===== config.mk =====
export PLATFORM = sky130hd
export DESIGN_NAME = acm_afe_regs
export DESIGN_NICKNAME = d
export VERILOG_FILES = /design/src/acm_pkg.sv /design/src/acm_cfg_if.sv /design/src/acm_afe_regs.sv /design/src/acm_cfg_decode.sv /design/src/acm_fault_gate.sv
export SDC_FILE = /design/constraint.sdc
export NUM_CORES = 1
export LEC_CHECK = 0
export BUFFER_PORTS_ARGS = -buffer_cell sky130_fd_sc_hd__buf_4
export CAP_MARGIN = 5
export CORE_UTILIZATION = 40
export CTS_CLUSTER_DIAMETER = 60
export DETAILED_ROUTE_END_ITERATION = 7
export SYNTH_ARGS = -nofsm -noshare
export SYNTH_HDL_FRONTEND = slang
export SYNTH_HIERARCHICAL = 1
export SYNTH_SLANG_ARGS = --single-unit

===== constraint.sdc =====
create_clock -name sys_clk_i -period 2.58 [get_ports sys_clk_i]
set_clock_uncertainty 0.15 [all_clocks]
set_input_delay 0.387 -clock sys_clk_i [delete_from_list [all_inputs] [get_ports sys_clk_i]]
set_output_delay 0.387 -clock sys_clk_i [all_outputs]
set_load 0.02 [all_outputs]

===== src/acm_pkg.sv =====
// package: offsets, field layout, reset values and decode functions
package acm_pkg;

   // bus geometry: a register index sits at byte address index*4
   localparam int unsigned ACM_ADDR_W = 8;
   localparam int unsigned ACM_IDX_LSB = 2;
   localparam logic [5:0] ACM_IDX_TOP_STATUS = 6'h00;
   localparam logic [5:0] ACM_IDX_CFG = 6'h05;
   localparam logic [5:0] ACM_IDX_MASK = 6'h06;
   localparam logic [5:0] ACM_IDX_IRQ_STAT = 6'h10;
   localparam logic [5:0] ACM_IDX_IRQ_EN = 6'h11;

   // reset values
   localparam logic [15:0] ACM_CFG_RESET = 16'h0000;
   localparam logic [15:0] ACM_MASK_RESET = 16'h0000;
   localparam logic [15:0] ACM_IRQ_STAT_RESET = 16'h0000;
   localparam logic [15:0] ACM_IRQ_EN_RESET = 16'h0000;

   // writable bits; everything else reads zero
   localparam logic [15:0] ACM_CFG_WMASK = 16'hfff0;
   localparam logic [15:0] ACM_MASK_WMASK = 16'h0fc6;

   // gain_and_rtd_config fields
   localparam int unsigned ACM_WIRING_BIT = 15;
   localparam int unsigned ACM_COMP_LSB = 12;
   localparam int unsigned ACM_EXC_LSB = 9;
   localparam int unsigned ACM_RES_BIT = 8;
   localparam int unsigned ACM_GAIN_LSB = 4;

   // top_status_register: summary_fault_bit position
   localparam int unsigned ACM_SUMMARY_BIT = 0;

   // bus responses
   localparam logic [1:0] ACM_RESP_OKAY = 2'h0;
   localparam logic [1:0] ACM_RESP_SLVERR = 2'h2;

   typedef enum logic [0:0] {
      ACM_WS_COLLECT = 1'b0,
      ACM_WS_RESP = 1'b1
   } acm_wr_st_t;

   typedef enum logic [0:0] {
      ACM_RS_IDLE = 1'b0,
      ACM_RS_DATA = 1'b1
   } acm_rd_st_t;

   // current code to microamps, shared by both current fields
   function automatic logic [9:0] acm_current_ua(input logic [2:0] code);
      case (code)
         3'h0: acm_current_ua = 10'd0;
         3'h1: acm_current_ua = 10'd100;
         3'h2: acm_current_ua = 10'd400;
         3'h3: acm_current_ua = 10'd500;
         3'h4: acm_current_ua = 10'd500;
         3'h5: acm_current_ua = 10'd600;
         3'h6: acm_current_ua = 10'd900;
         default: acm_current_ua = 10'd1000;
      endcase
   endfunction : acm_current_ua

   // gain code to gain times 1000
   function automatic logic [14:0] acm_gain_milli(input logic [3:0] code);
      case (code)
         4'h0: acm_gain_milli = 15'd200;
         4'h1: acm_gain_milli = 15'd250;
         4'h2: acm_gain_milli = 15'd300;
         4'h3: acm_gain_milli = 15'd375;
         4'h4: acm_gain_milli = 15'd500;
         4'h5: acm_gain_milli = 15'd750;
         4'h6: acm_gain_milli = 15'd1000;
         4'h7: acm_gain_milli = 15'd1500;
         4'h8: acm_gain_milli = 15'd2000;
         4'h9: acm_gain_milli = 15'd3000;
         4'ha: acm_gain_milli = 15'd4000;
         4'hb: acm_gain_milli = 15'd6000;
         4'hc: acm_gain_milli = 15'd8000;
         4'hd: acm_gain_milli = 15'd12000;
         4'he: acm_gain_milli = 15'd16000;
         default: acm_gain_milli = 15'd24000;
      endcase
   endfunction : acm_gain_milli

endpackage : acm_pkg


===== src/acm_cfg_if.sv =====
// interface: register contents out to the decoder and the fault gate
`timescale 1ns/1ns
`default_nettype none
interface acm_cfg_if;
   logic [15:0] cfg;
   logic [15:0] mask;
   logic [15:0] fault;
   logic summary;
   logic wiring;
   logic res_sel;
   logic [3:0] gain_code;
   logic [9:0] comp_ua;
   logic [9:0] exc_ua;
   logic [14:0] gain_milli;

   modport regs (output cfg, mask, fault,
      input summary, wiring, res_sel, gain_code, comp_ua, exc_ua, gain_milli);
   modport gate (input mask, fault, output summary);
   modport decode (input cfg,
      output wiring, res_sel, gain_code, comp_ua, exc_ua, gain_milli);
endinterface : acm_cfg_if
`default_nettype wire


===== src/acm_afe_regs.sv =====
// module: configuration and error mask registers behind an AXI4-Lite slave
//
// Notes on behaviour
// - configuration register at index 0x5, sixteen bits, resets to zero.
// - bit 15 selects four-wire (0) or two/three-wire (1) RTD wiring.
// - bits 14:12 and 11:9 set compensation and excitation current.
// - bit 8 picks internal (0) or external (1) RTD reference resistor.
// - bits 7:4 set channel gain, 0.2 up to 24 in sixteen steps.
// - error mask register at index 0x6, sixteen bits, resets to zero.
// - a set mask bit removes its fault from the summary bit.
// - the fault alert pin shows the same masked summary.
// - mask bits 11..6, 2 and 1 each belong to one fault.
//
// Chosen here: the AXI4-Lite interface to the registers.
`timescale 1ns/1ns
`default_nettype none
module acm_afe_regs
   import acm_pkg::*;
(
   // clock and reset
   input wire logic sys_clk_i,
   input wire logic rst_n_i,
   // axi4-lite write address
   input wire logic [ACM_ADDR_W-1:0] s_axi_awaddr,
   input wire logic s_axi_awvalid,
   output logic s_axi_awready,
   // axi4-lite write data
   input wire logic [31:0] s_axi_wdata,
   input wire logic [3:0] s_axi_wstrb,
   input wire logic s_axi_wvalid,
   output logic s_axi_wready,
   // axi4-lite write response
   output logic [1:0] s_axi_bresp,
   output logic s_axi_bvalid,
   input wire logic s_axi_bready,
   // axi4-lite read address
   input wire logic [ACM_ADDR_W-1:0] s_axi_araddr,
   input wire logic s_axi_arvalid,
   output logic s_axi_arready,
   // axi4-lite read data
   output logic [31:0] s_axi_rdata,
   output logic [1:0] s_axi_rresp,
   output logic s_axi_rvalid,
   input wire logic s_axi_rready,
   // raw fault conditions, same bit layout as the mask register
   input wire logic [15:0] fault_conditions_i,
   // decoded front-end settings
   output logic rtd_wiring_select_o,
   output logic rtd_reference_resistor_select_o,
   output logic [3:0] channel_gain_code_o,
   output logic [9:0] compensation_current_ua_o,
   output logic [9:0] excitation_current_ua_o,
   output logic [14:0] channel_gain_milli_o,
   // fault alert pin and interrupt
   output logic fault_alert_o,
   output logic irq_o
);

   acm_cfg_if cfg_if ();

   // write channel state
   acm_wr_st_t wr_st_q;
   logic aw_held_q;
   logic w_held_q;
   logic [5:0] wr_idx_q;
   logic [31:0] wdata_q;
   logic [3:0] wstrb_q;
   logic [1:0] bresp_q;
   logic wr_go;
   logic [15:0] wr_lanes;

   // read channel state
   acm_rd_st_t rd_st_q;
   logic [31:0] rdata_q;
   logic [1:0] rresp_q;
   logic ar_fire;

   // register contents
   logic [15:0] cfg_q;
   logic [15:0] mask_q;
   logic [15:0] irq_stat_q;
   logic [15:0] irq_en_q;
   logic [15:0] irq_set;
   logic [15:0] irq_clr;

   // merge a write through byte lanes, then drop reserved bits
   function automatic logic [15:0] acm_merge(input logic [15:0] old_v,
         input logic [15:0] new_v, input logic [15:0] lanes,
         input logic [15:0] wmask);
      acm_merge = ((old_v & ~lanes) | (new_v & lanes)) & wmask;
   endfunction : acm_merge

   // true for the indices that this slave answers
   function automatic logic acm_mapped(input logic [5:0] idx);
      acm_mapped = (idx == ACM_IDX_TOP_STATUS) || (idx == ACM_IDX_CFG) ||
         (idx == ACM_IDX_MASK) || (idx == ACM_IDX_IRQ_STAT) ||
         (idx == ACM_IDX_IRQ_EN);
   endfunction : acm_mapped

   // handshake outputs straight from the channel state
   assign s_axi_awready = (wr_st_q == ACM_WS_COLLECT) && !aw_held_q;
   assign s_axi_wready = (wr_st_q == ACM_WS_COLLECT) && !w_held_q;
   assign s_axi_bvalid = (wr_st_q == ACM_WS_RESP);
   assign s_axi_bresp = bresp_q;
   assign s_axi_arready = (rd_st_q == ACM_RS_IDLE);
   assign s_axi_rvalid = (rd_st_q == ACM_RS_DATA);
   assign s_axi_rdata = rdata_q;
   assign s_axi_rresp = rresp_q;

   // commit only once both halves are held, so arrival order never matters
   assign wr_go = (wr_st_q == ACM_WS_COLLECT) && aw_held_q && w_held_q;
   assign wr_lanes = {{8{wstrb_q[1]}}, {8{wstrb_q[0]}}};
   assign ar_fire = s_axi_arvalid && s_axi_arready;

   // write address and data capture, in either order
   always_ff @(posedge sys_clk_i or negedge rst_n_i) begin
      if (!rst_n_i) begin
         aw_held_q <= 1'b0;
         w_held_q <= 1'b0;
         wr_idx_q <= 6'h00;
         wdata_q <= 32'h0000_0000;
         wstrb_q <= 4'h0;
      end else begin
         if (s_axi_awvalid && s_axi_awready) begin
            aw_held_q <= 1'b1;
            wr_idx_q <= s_axi_awaddr[ACM_IDX_LSB +: 6];
         end else if (wr_go) begin
            aw_held_q <= 1'b0;
         end
         if (s_axi_wvalid && s_axi_wready) begin
            w_held_q <= 1'b1;
            wdata_q <= s_axi_wdata;
            wstrb_q <= s_axi_wstrb;
         end else if (wr_go) begin
            w_held_q <= 1'b0;
         end
      end
   end

   // write response: unmapped index answers slverr
   always_ff @(posedge sys_clk_i or negedge rst_n_i) begin
      if (!rst_n_i) begin
         wr_st_q <= ACM_WS_COLLECT;
         bresp_q <= ACM_RESP_OKAY;
      end else begin
         case (wr_st_q)
            ACM_WS_COLLECT: begin
               if (wr_go) begin
                  wr_st_q <= ACM_WS_RESP;
                  bresp_q <= acm_mapped(wr_idx_q) ? ACM_RESP_OKAY :
                     ACM_RESP_SLVERR;
               end
            end
            ACM_WS_RESP: begin
               if (s_axi_bready) begin
                  wr_st_q <= ACM_WS_COLLECT;
               end
            end
            default: begin
               wr_st_q <= ACM_WS_COLLECT;
            end
         endcase
      end
   end

   // read: data registered, reads have no side effects
   always_ff @(posedge sys_clk_i or negedge rst_n_i) begin
      if (!rst_n_i) begin
         rd_st_q <= ACM_RS_IDLE;
         rdata_q <= 32'h0000_0000;
         rresp_q <= ACM_RESP_OKAY;
      end else begin
         case (rd_st_q)
            ACM_RS_IDLE: begin
               if (ar_fire) begin
                  rd_st_q <= ACM_RS_DATA;
                  rresp_q <= ACM_RESP_OKAY;
                  case (s_axi_araddr[ACM_IDX_LSB +: 6])
                     ACM_IDX_TOP_STATUS: begin
                        rdata_q <= 32'h0000_0000;
                        rdata_q[ACM_SUMMARY_BIT] <= cfg_if.summary;
                     end
                     ACM_IDX_CFG: rdata_q <= {16'h0000, cfg_q};
                     ACM_IDX_MASK: rdata_q <= {16'h0000, mask_q};
                     ACM_IDX_IRQ_STAT: rdata_q <= {16'h0000, irq_stat_q};
                     ACM_IDX_IRQ_EN: rdata_q <= {16'h0000, irq_en_q};
                     default: begin
                        rdata_q <= 32'h0000_0000;
                        rresp_q <= ACM_RESP_SLVERR;
                     end
                  endcase
               end
            end
            ACM_RS_DATA: begin
               if (s_axi_rready) begin
                  rd_st_q <= ACM_RS_IDLE;
               end
            end
            default: begin
               rd_st_q <= ACM_RS_IDLE;
            end
         endcase
      end
   end

   // gain_and_rtd_config; reserved low nibble never stores
   always_ff @(posedge sys_clk_i or negedge rst_n_i) begin
      if (!rst_n_i) begin
         cfg_q <= ACM_CFG_RESET;
      end else if (wr_go && wr_idx_q == ACM_IDX_CFG) begin
         cfg_q <= acm_merge(cfg_q, wdata_q[15:0], wr_lanes,
            ACM_CFG_WMASK);
      end
   end

   // error_report_mask; zero after reset so every fault reports
   always_ff @(posedge sys_clk_i or negedge rst_n_i) begin
      if (!rst_n_i) begin
         mask_q <= ACM_MASK_RESET;
      end else if (wr_go && wr_idx_q == ACM_IDX_MASK) begin
         mask_q <= acm_merge(mask_q, wdata_q[15:0], wr_lanes,
            ACM_MASK_WMASK);
      end
   end

   // interrupt enables share the mask layout
   always_ff @(posedge sys_clk_i or negedge rst_n_i) begin
      if (!rst_n_i) begin
         irq_en_q <= ACM_IRQ_EN_RESET;
      end else if (wr_go && wr_idx_q == ACM_IDX_IRQ_EN) begin
         irq_en_q <= acm_merge(irq_en_q, wdata_q[15:0], wr_lanes,
            ACM_MASK_WMASK);
      end
   end

   // sticky fault events; a new fault beats a same-cycle clear
   assign irq_set = fault_conditions_i & ~mask_q & ACM_MASK_WMASK;
   assign irq_clr = (wr_go && wr_idx_q == ACM_IDX_IRQ_STAT) ?
      (wdata_q[15:0] & wr_lanes) : 16'h0000;

   always_ff @(posedge sys_clk_i or negedge rst_n_i) begin
      if (!rst_n_i) begin
         irq_stat_q <= ACM_IRQ_STAT_RESET;
      end else begin
         irq_stat_q <= (irq_stat_q & ~irq_clr) | irq_set;
      end
   end

   // level interrupt, registered to keep the pin glitch free
   always_ff @(posedge sys_clk_i or negedge rst_n_i) begin
      if (!rst_n_i) begin
         irq_o <= 1'b0;
      end else begin
         irq_o <= |(irq_stat_q & irq_en_q);
      end
   end

   // hand the register contents to the leaf modules
   assign cfg_if.cfg = cfg_q;
   assign cfg_if.mask = mask_q;
   assign cfg_if.fault = fault_conditions_i;

   acm_cfg_decode u_decode (
      .sys_clk_i(sys_clk_i),
      .rst_n_i(rst_n_i),
      .cfg_if(cfg_if.decode)
   );

   acm_fault_gate u_gate (
      .sys_clk_i(sys_clk_i),
      .rst_n_i(rst_n_i),
      .gate_if(cfg_if.gate)
   );

   // decoded outputs; the leaves already register them
   assign rtd_wiring_select_o = cfg_if.wiring;
   assign rtd_reference_resistor_select_o = cfg_if.res_sel;
   assign channel_gain_code_o = cfg_if.gain_code;
   assign compensation_current_ua_o = cfg_if.comp_ua;
   assign excitation_current_ua_o = cfg_if.exc_ua;
   assign channel_gain_milli_o = cfg_if.gain_milli;
   // alert pin shares the summary flop, so pin and bit never differ
   assign fault_alert_o = cfg_if.summary;

   // calibration reads rely on the stored gain code staying put;
   // the register holds what was written until the next write

   // first cycle out of reset sees both registers cleared
   a_cfg_reset_zero: assert property (@(posedge sys_clk_i)
      $rose(rst_n_i) |-> (cfg_q == 16'h0000))
      else $error("configuration not zero after reset");

   a_mask_reset_zero: assert property (@(posedge sys_clk_i)
      $rose(rst_n_i) |-> (mask_q == 16'h0000))
      else $error("mask not zero after reset");

   a_cfg_write_land: assert property (@(posedge sys_clk_i)
      disable iff (!rst_n_i)
      (wr_go && wr_idx_q == ACM_IDX_CFG && wstrb_q[1:0] == 2'h3)
      |=> (cfg_q == ($past(wdata_q[15:0]) & 16'hfff0)))
      else $error("full configuration write not stored");

   a_wiring_follow: assert property (@(posedge sys_clk_i)
      disable iff (!rst_n_i)
      ##1 (rtd_wiring_select_o == $past(cfg_q[15])))
      else $error("wiring select does not follow bit 15");

   a_exc_current_map: assert property (@(posedge sys_clk_i)
      disable iff (!rst_n_i)
      ($past(cfg_q[11:9]) == 3'h7 |-> excitation_current_ua_o == 10'd1000)
      and ($past(cfg_q[11:9]) == 3'h0 |-> excitation_current_ua_o == 10'd0))
      else $error("excitation current decode wrong");

   a_comp_current_map: assert property (@(posedge sys_clk_i)
      disable iff (!rst_n_i)
      ($past(cfg_q[14:12]) inside {3'h3, 3'h4}) |->
      (compensation_current_ua_o == 10'd500))
      else $error("compensation current decode wrong");

   a_res_select_follow: assert property (@(posedge sys_clk_i)
      disable iff (!rst_n_i)
      $rose(cfg_q[8]) |=> rtd_reference_resistor_select_o)
      else $error("resistor select does not follow bit 8");

   a_gain_ends_map: assert property (@(posedge sys_clk_i)
      disable iff (!rst_n_i)
      ($past(cfg_q[7:4]) == 4'hf |-> channel_gain_milli_o == 15'd24000)
      and ($past(cfg_q[7:4]) == 4'h0 |-> channel_gain_milli_o == 15'd200))
      else $error("gain decode wrong at code ends");

   a_summary_gating: assert property (@(posedge sys_clk_i)
      disable iff (!rst_n_i)
      ##1 (cfg_if.summary ==
      $past(|(fault_conditions_i & ~mask_q & 16'h0fc6))))
      else $error("summary fault bit gating wrong");

   a_alert_matches: assert property (@(posedge sys_clk_i)
      disable iff (!rst_n_i)
      (mask_q == 16'h0fc6) [*2] |-> !fault_alert_o)
      else $error("alert pin raised with every fault masked");

   a_reserved_zero: assert property (@(posedge sys_clk_i)
      disable iff (!rst_n_i)
      ((cfg_q & 16'h000f) == 16'h0000) && ((mask_q & 16'hf039) == 16'h0000))
      else $error("reserved bit holds a one");

   a_mask_bit_owner: assert property (@(posedge sys_clk_i)
      disable iff (!rst_n_i)
      (mask_q[11] && $past(mask_q[11]) && fault_conditions_i == 16'h0800)
      |=> !cfg_if.summary)
      else $error("masked negative undervoltage reached summary");

endmodule : acm_afe_regs
`default_nettype wire


===== src/acm_cfg_decode.sv =====
// module: registered decode of the front-end configuration word
`timescale 1ns/1ns
`default_nettype none
module acm_cfg_decode
   import acm_pkg::*;
(
   // clock and reset
   input wire logic sys_clk_i,
   input wire logic rst_n_i,
   // configuration in, decoded settings out
   acm_cfg_if.decode cfg_if
);

   // settings follow the register one clock later
   always_ff @(posedge sys_clk_i or negedge rst_n_i) begin
      if (!rst_n_i) begin
         cfg_if.wiring <= 1'b0;
         cfg_if.res_sel <= 1'b0;
         cfg_if.gain_code <= 4'h0;
         cfg_if.comp_ua <= 10'd0;
         cfg_if.exc_ua <= 10'd0;
         cfg_if.gain_milli <= 15'd200;
      end else begin
         cfg_if.wiring <= cfg_if.cfg[ACM_WIRING_BIT];
         cfg_if.res_sel <= cfg_if.cfg[ACM_RES_BIT];
         cfg_if.gain_code <= cfg_if.cfg[ACM_GAIN_LSB +: 4];
         cfg_if.comp_ua <= acm_current_ua(cfg_if.cfg[ACM_COMP_LSB +: 3]);
         cfg_if.exc_ua <= acm_current_ua(cfg_if.cfg[ACM_EXC_LSB +: 3]);
         cfg_if.gain_milli <= acm_gain_milli(cfg_if.cfg[ACM_GAIN_LSB +: 4]);
      end
   end

endmodule : acm_cfg_decode
`default_nettype wire


===== src/acm_fault_gate.sv =====
// module: masked summary of the front-end fault conditions
`timescale 1ns/1ns
`default_nettype none
module acm_fault_gate
   import acm_pkg::*;
(
   // clock and reset
   input wire logic sys_clk_i,
   input wire logic rst_n_i,
   // mask and faults in, summary out
   acm_cfg_if.gate gate_if
);

   // one flop for the summary, so bit and pin can never disagree
   always_ff @(posedge sys_clk_i or negedge rst_n_i) begin
      if (!rst_n_i) begin
         gate_if.summary <= 1'b0;
      end else begin
         gate_if.summary <= |(gate_if.fault & ~gate_if.mask & ACM_MASK_WMASK);
      end
   end

endmodule : acm_fault_gate
`default_nettype wire


==> summary.txt <==
Route
  – DR WL/cell: 15.4 um
  – Routed WL: 11,400 um
  – Via Count: 3,643
  – Drt first-iter violations: 169
  – Vias per inst: 4.92
  – DRT antenna net count: 0
  – DR pass1 iterations: 4
  – DRC Markers: 0

Clock network
  – Root Buffer: clkbuf_16
  – Post-CTS Setup Bufs: 0
  – H-tree depth: 4
  – Reg clk slew, reported paths: 0.05 ns
  – Clock Latency Late Sink: 0.41 ns
  – CTS tree: done
  – CTS Buffer Depth: 2
  – Hold_buf cts: 2
  – Clk sinks: 127
  – CTS Buf Count: 17
  – Post-CTS sizing: 0

Yosys
  – Main area contributors after synthesis: dfrtp_1, mux2_2, buf_4
  – Main synth FF type: dfrtp_1
  – Synthesized cell area: 5510 sq um
  – Seq cells post-synth: 127
  – EDFF count, synth: 0
  – Most common cell in the netlist: dfrtp_1
  – Mapped Cells: 440
  – Synth area leader: dfrtp_1
  – Syn_area_per_cell: 12.5 sq um
  – Sequential area share after synthesis: 57.7%
  – Synth warn: 6
  – Synth unique cells: 54
  – Async SR Flop Fraction: 100%
  – Synth top area share: 56.3%
  – Commonest cells in the netlist: dfrtp_1, mux2_2, inv_1, buf_4, nor2_1

Worst setup path
  – CP startpoint kind: flop
  – Critical path fanouts, max: 8
  – Crit. End Element: flop
  – Critical path required time: 2.72 ns
  – Critical path arrival: 2.24 ns
  – Setup Crit Path Kind: flop to flop
  – Register-to-Register Path Depth: 4
  – Worst r2r src: s_axi_bvalid
  – R2R Setup Slk: 0.48 ns

Worst hold path
  – Worst hold stages: 2
  – Worst min path class: input port to flop
  – Worst hold endpoint: s_axi_rvalid
  – Min-delay src: s_axi_rready

Floorplanning
  – DIE WIDTH: 119 um
  – Std-Cell Rows: 42
  – Core area: 13,300 sq um
  – I/O pin count: 159
  – Die area: 14,200 sq um
  – Die height: 119 um
  – Initial cell density of the core: 41.3%

Timing
  – Slew @ Worst Pin: 0.756 ns
  – Worst slew margin: 49.5%
  – Fmax: 0.476 GHz
  – Minimum clock period: 2.10 ns
  – Setup TNS: 0 ns
  – Slew Viols, Final: 0
  – Final setup violating endpoints: 0
  – Final cycle utilization of the critical path: 81.4%
  – Final hold violation count: 0
  – RSZ-0062 raised after global routing: no
  – Hold slack: 0.0190 ns

Placement
  – Routability cong.: 0.820
  – Dpl hpwl: 8170 um
  – Dpl cells: 707
  – Port buffer count: 106

Global route
  – Overflow after GRT: 0
  – Pin count of the biggest net entering global routing: 73
  – GRT Total Usage: 17.1%
  – Vias in the first global route: 3,635
  – First-pass GRT wire length: 18,600 um
  – Initial antenna violation count: 0

Power and ir drop
  – Clock power share: 33.5%
  – Final total power: 7.34 mW
  – Switching power share of the total: 30.7%
  – Sw Pwr: 2.25 mW
  – Power density cells: 1040 nW/um^2
  – Cell-internal power: 5.09 mW
  – Seq pwr share: 41.5%
  – Combinational power share: 25.0%
  – P_leak: 3.45 nW
  – Max IR drop VDD: 0.537 mV

Outcome
  – Status: complete, no violations

Final layout
  – ANT cells: 0
  – Final nets: 632
  – Area of the multi-input gates: 2040 sq um
  – Layout cell share with drive strength beyond 1: 37.0%
  – Post-layout util: 52.7%
  – Fillers: 1,189
  – Area Growth Syn to Fin: 27.7%
  – Layout Cells excl Fill: 741
  – Sequential cell area: 3180 sq um

Run
  – Max cap viols: 0
==> stage by stage <==
step | cell area (sq um) | setup slack, ns
4_1_cts | 7040 | 0.433
6_report | 7040 | 0.479
5_1_grt | 7040 | 0.354
3_5_place_dp | 6390 | 0.435
3_3_place_gp | 6390 | 0.448
2_1_floorplan | 5590 | 0.539
==> power by group through the flow <==
stage                     Combinational [mW]  Sequential [mW]  Clock (mW)
after detailed placement                1.84             3.09           0
after CTS                               1.86             3.05        2.51
final                                   1.83             3.04        2.46
after global placement                  1.81             3.05           0
after global routing                    1.98             3.14        2.61
after floorplan                         1.11             3.13           0
==> cells in the final DEF (no fill, tap or decap), types with 3 or more instances in the layout <==
cell,instances
o21a_1,5
clkinvlp_4,3
clkinv_2,4
nor2b_1,11
a22oi_1,11
nand3_1,4
clkbuf_16,17
dfstp_2,3
a21o_1,4
nand2b_1,5
buf_4,111
o22ai_1,11
bufinv_16,3
ha_1,5
dfrtp_1,124
xor2_1,3
and2_1,3
nand2_1,18
clkbuf_8,5
conb_1,22
inv_1,26
a21oi_1,10
mux2_2,52
a22o_1,16
nor2_1,23
a221oi_1,6
mux2i_1,12
o21ai_0,4
nor3_1,3
a21boi_0,8
==> cell families after synthesis <==
| logic type | count (synthesis) | synth area share (%) |
|---|---|---|
| flops | 127 | 57.7 |
| simple gates | 88 | 9.72 |
| compound gates | 81 | 10.7 |
| buf+inv | 67 | 6.68 |
| mux | 65 | 13.1 |
| fa+ha+maj | 5 | 1.14 |
| xor+xnor | 5 | 0.795 |
| other cells | 2 | 0.136 |
==> layout make-up <==
class / count / area share (%)
flip-flops and latches: 127 / 45.2
inverters: 26 / 1.39
well taps: 176 / 3.13
multi-input cells: 266 / 28.9
clock inverters: 10 / 1.89
clock buffers: 22 / 7.02
repair buffers: 114 / 12.4
==> how the worst max path moves through the flow <==
stage / cells after the start / to / start
after CTS: 4 / flop / s_axi_bvalid
after detailed placement: 5 / s_axi_rdata[1] / s_axi_araddr[3]
after global placement: 5 / s_axi_rdata[2] / s_axi_araddr[3]
after global routing: 4 / flop / s_axi_bvalid
final: 4 / flop / s_axi_bvalid
after floorplan: 5 / wdata_q[10] / s_axi_bvalid
==> per-layer routing <==
layer / global-route usage (%) / up-vias / wire (um)
li1: - / 1720 / -
met1: 23.1 / 1800 / 5110
met2: 26.3 / 104 / 5430
met3: 3.88 / 19 / 611
met4: 7.58 / 0 / 233
met5: 0 / - / 0
==> critical path: stages (launching register included) <==
cell,delay (ns)
dfrtp_1,0.43
nand3b_2,0.38
nor3_4,0.29
nand4b_1,0.35
mux2_2,0.38
Note: power is estimated with default switching activity, not from simulation.
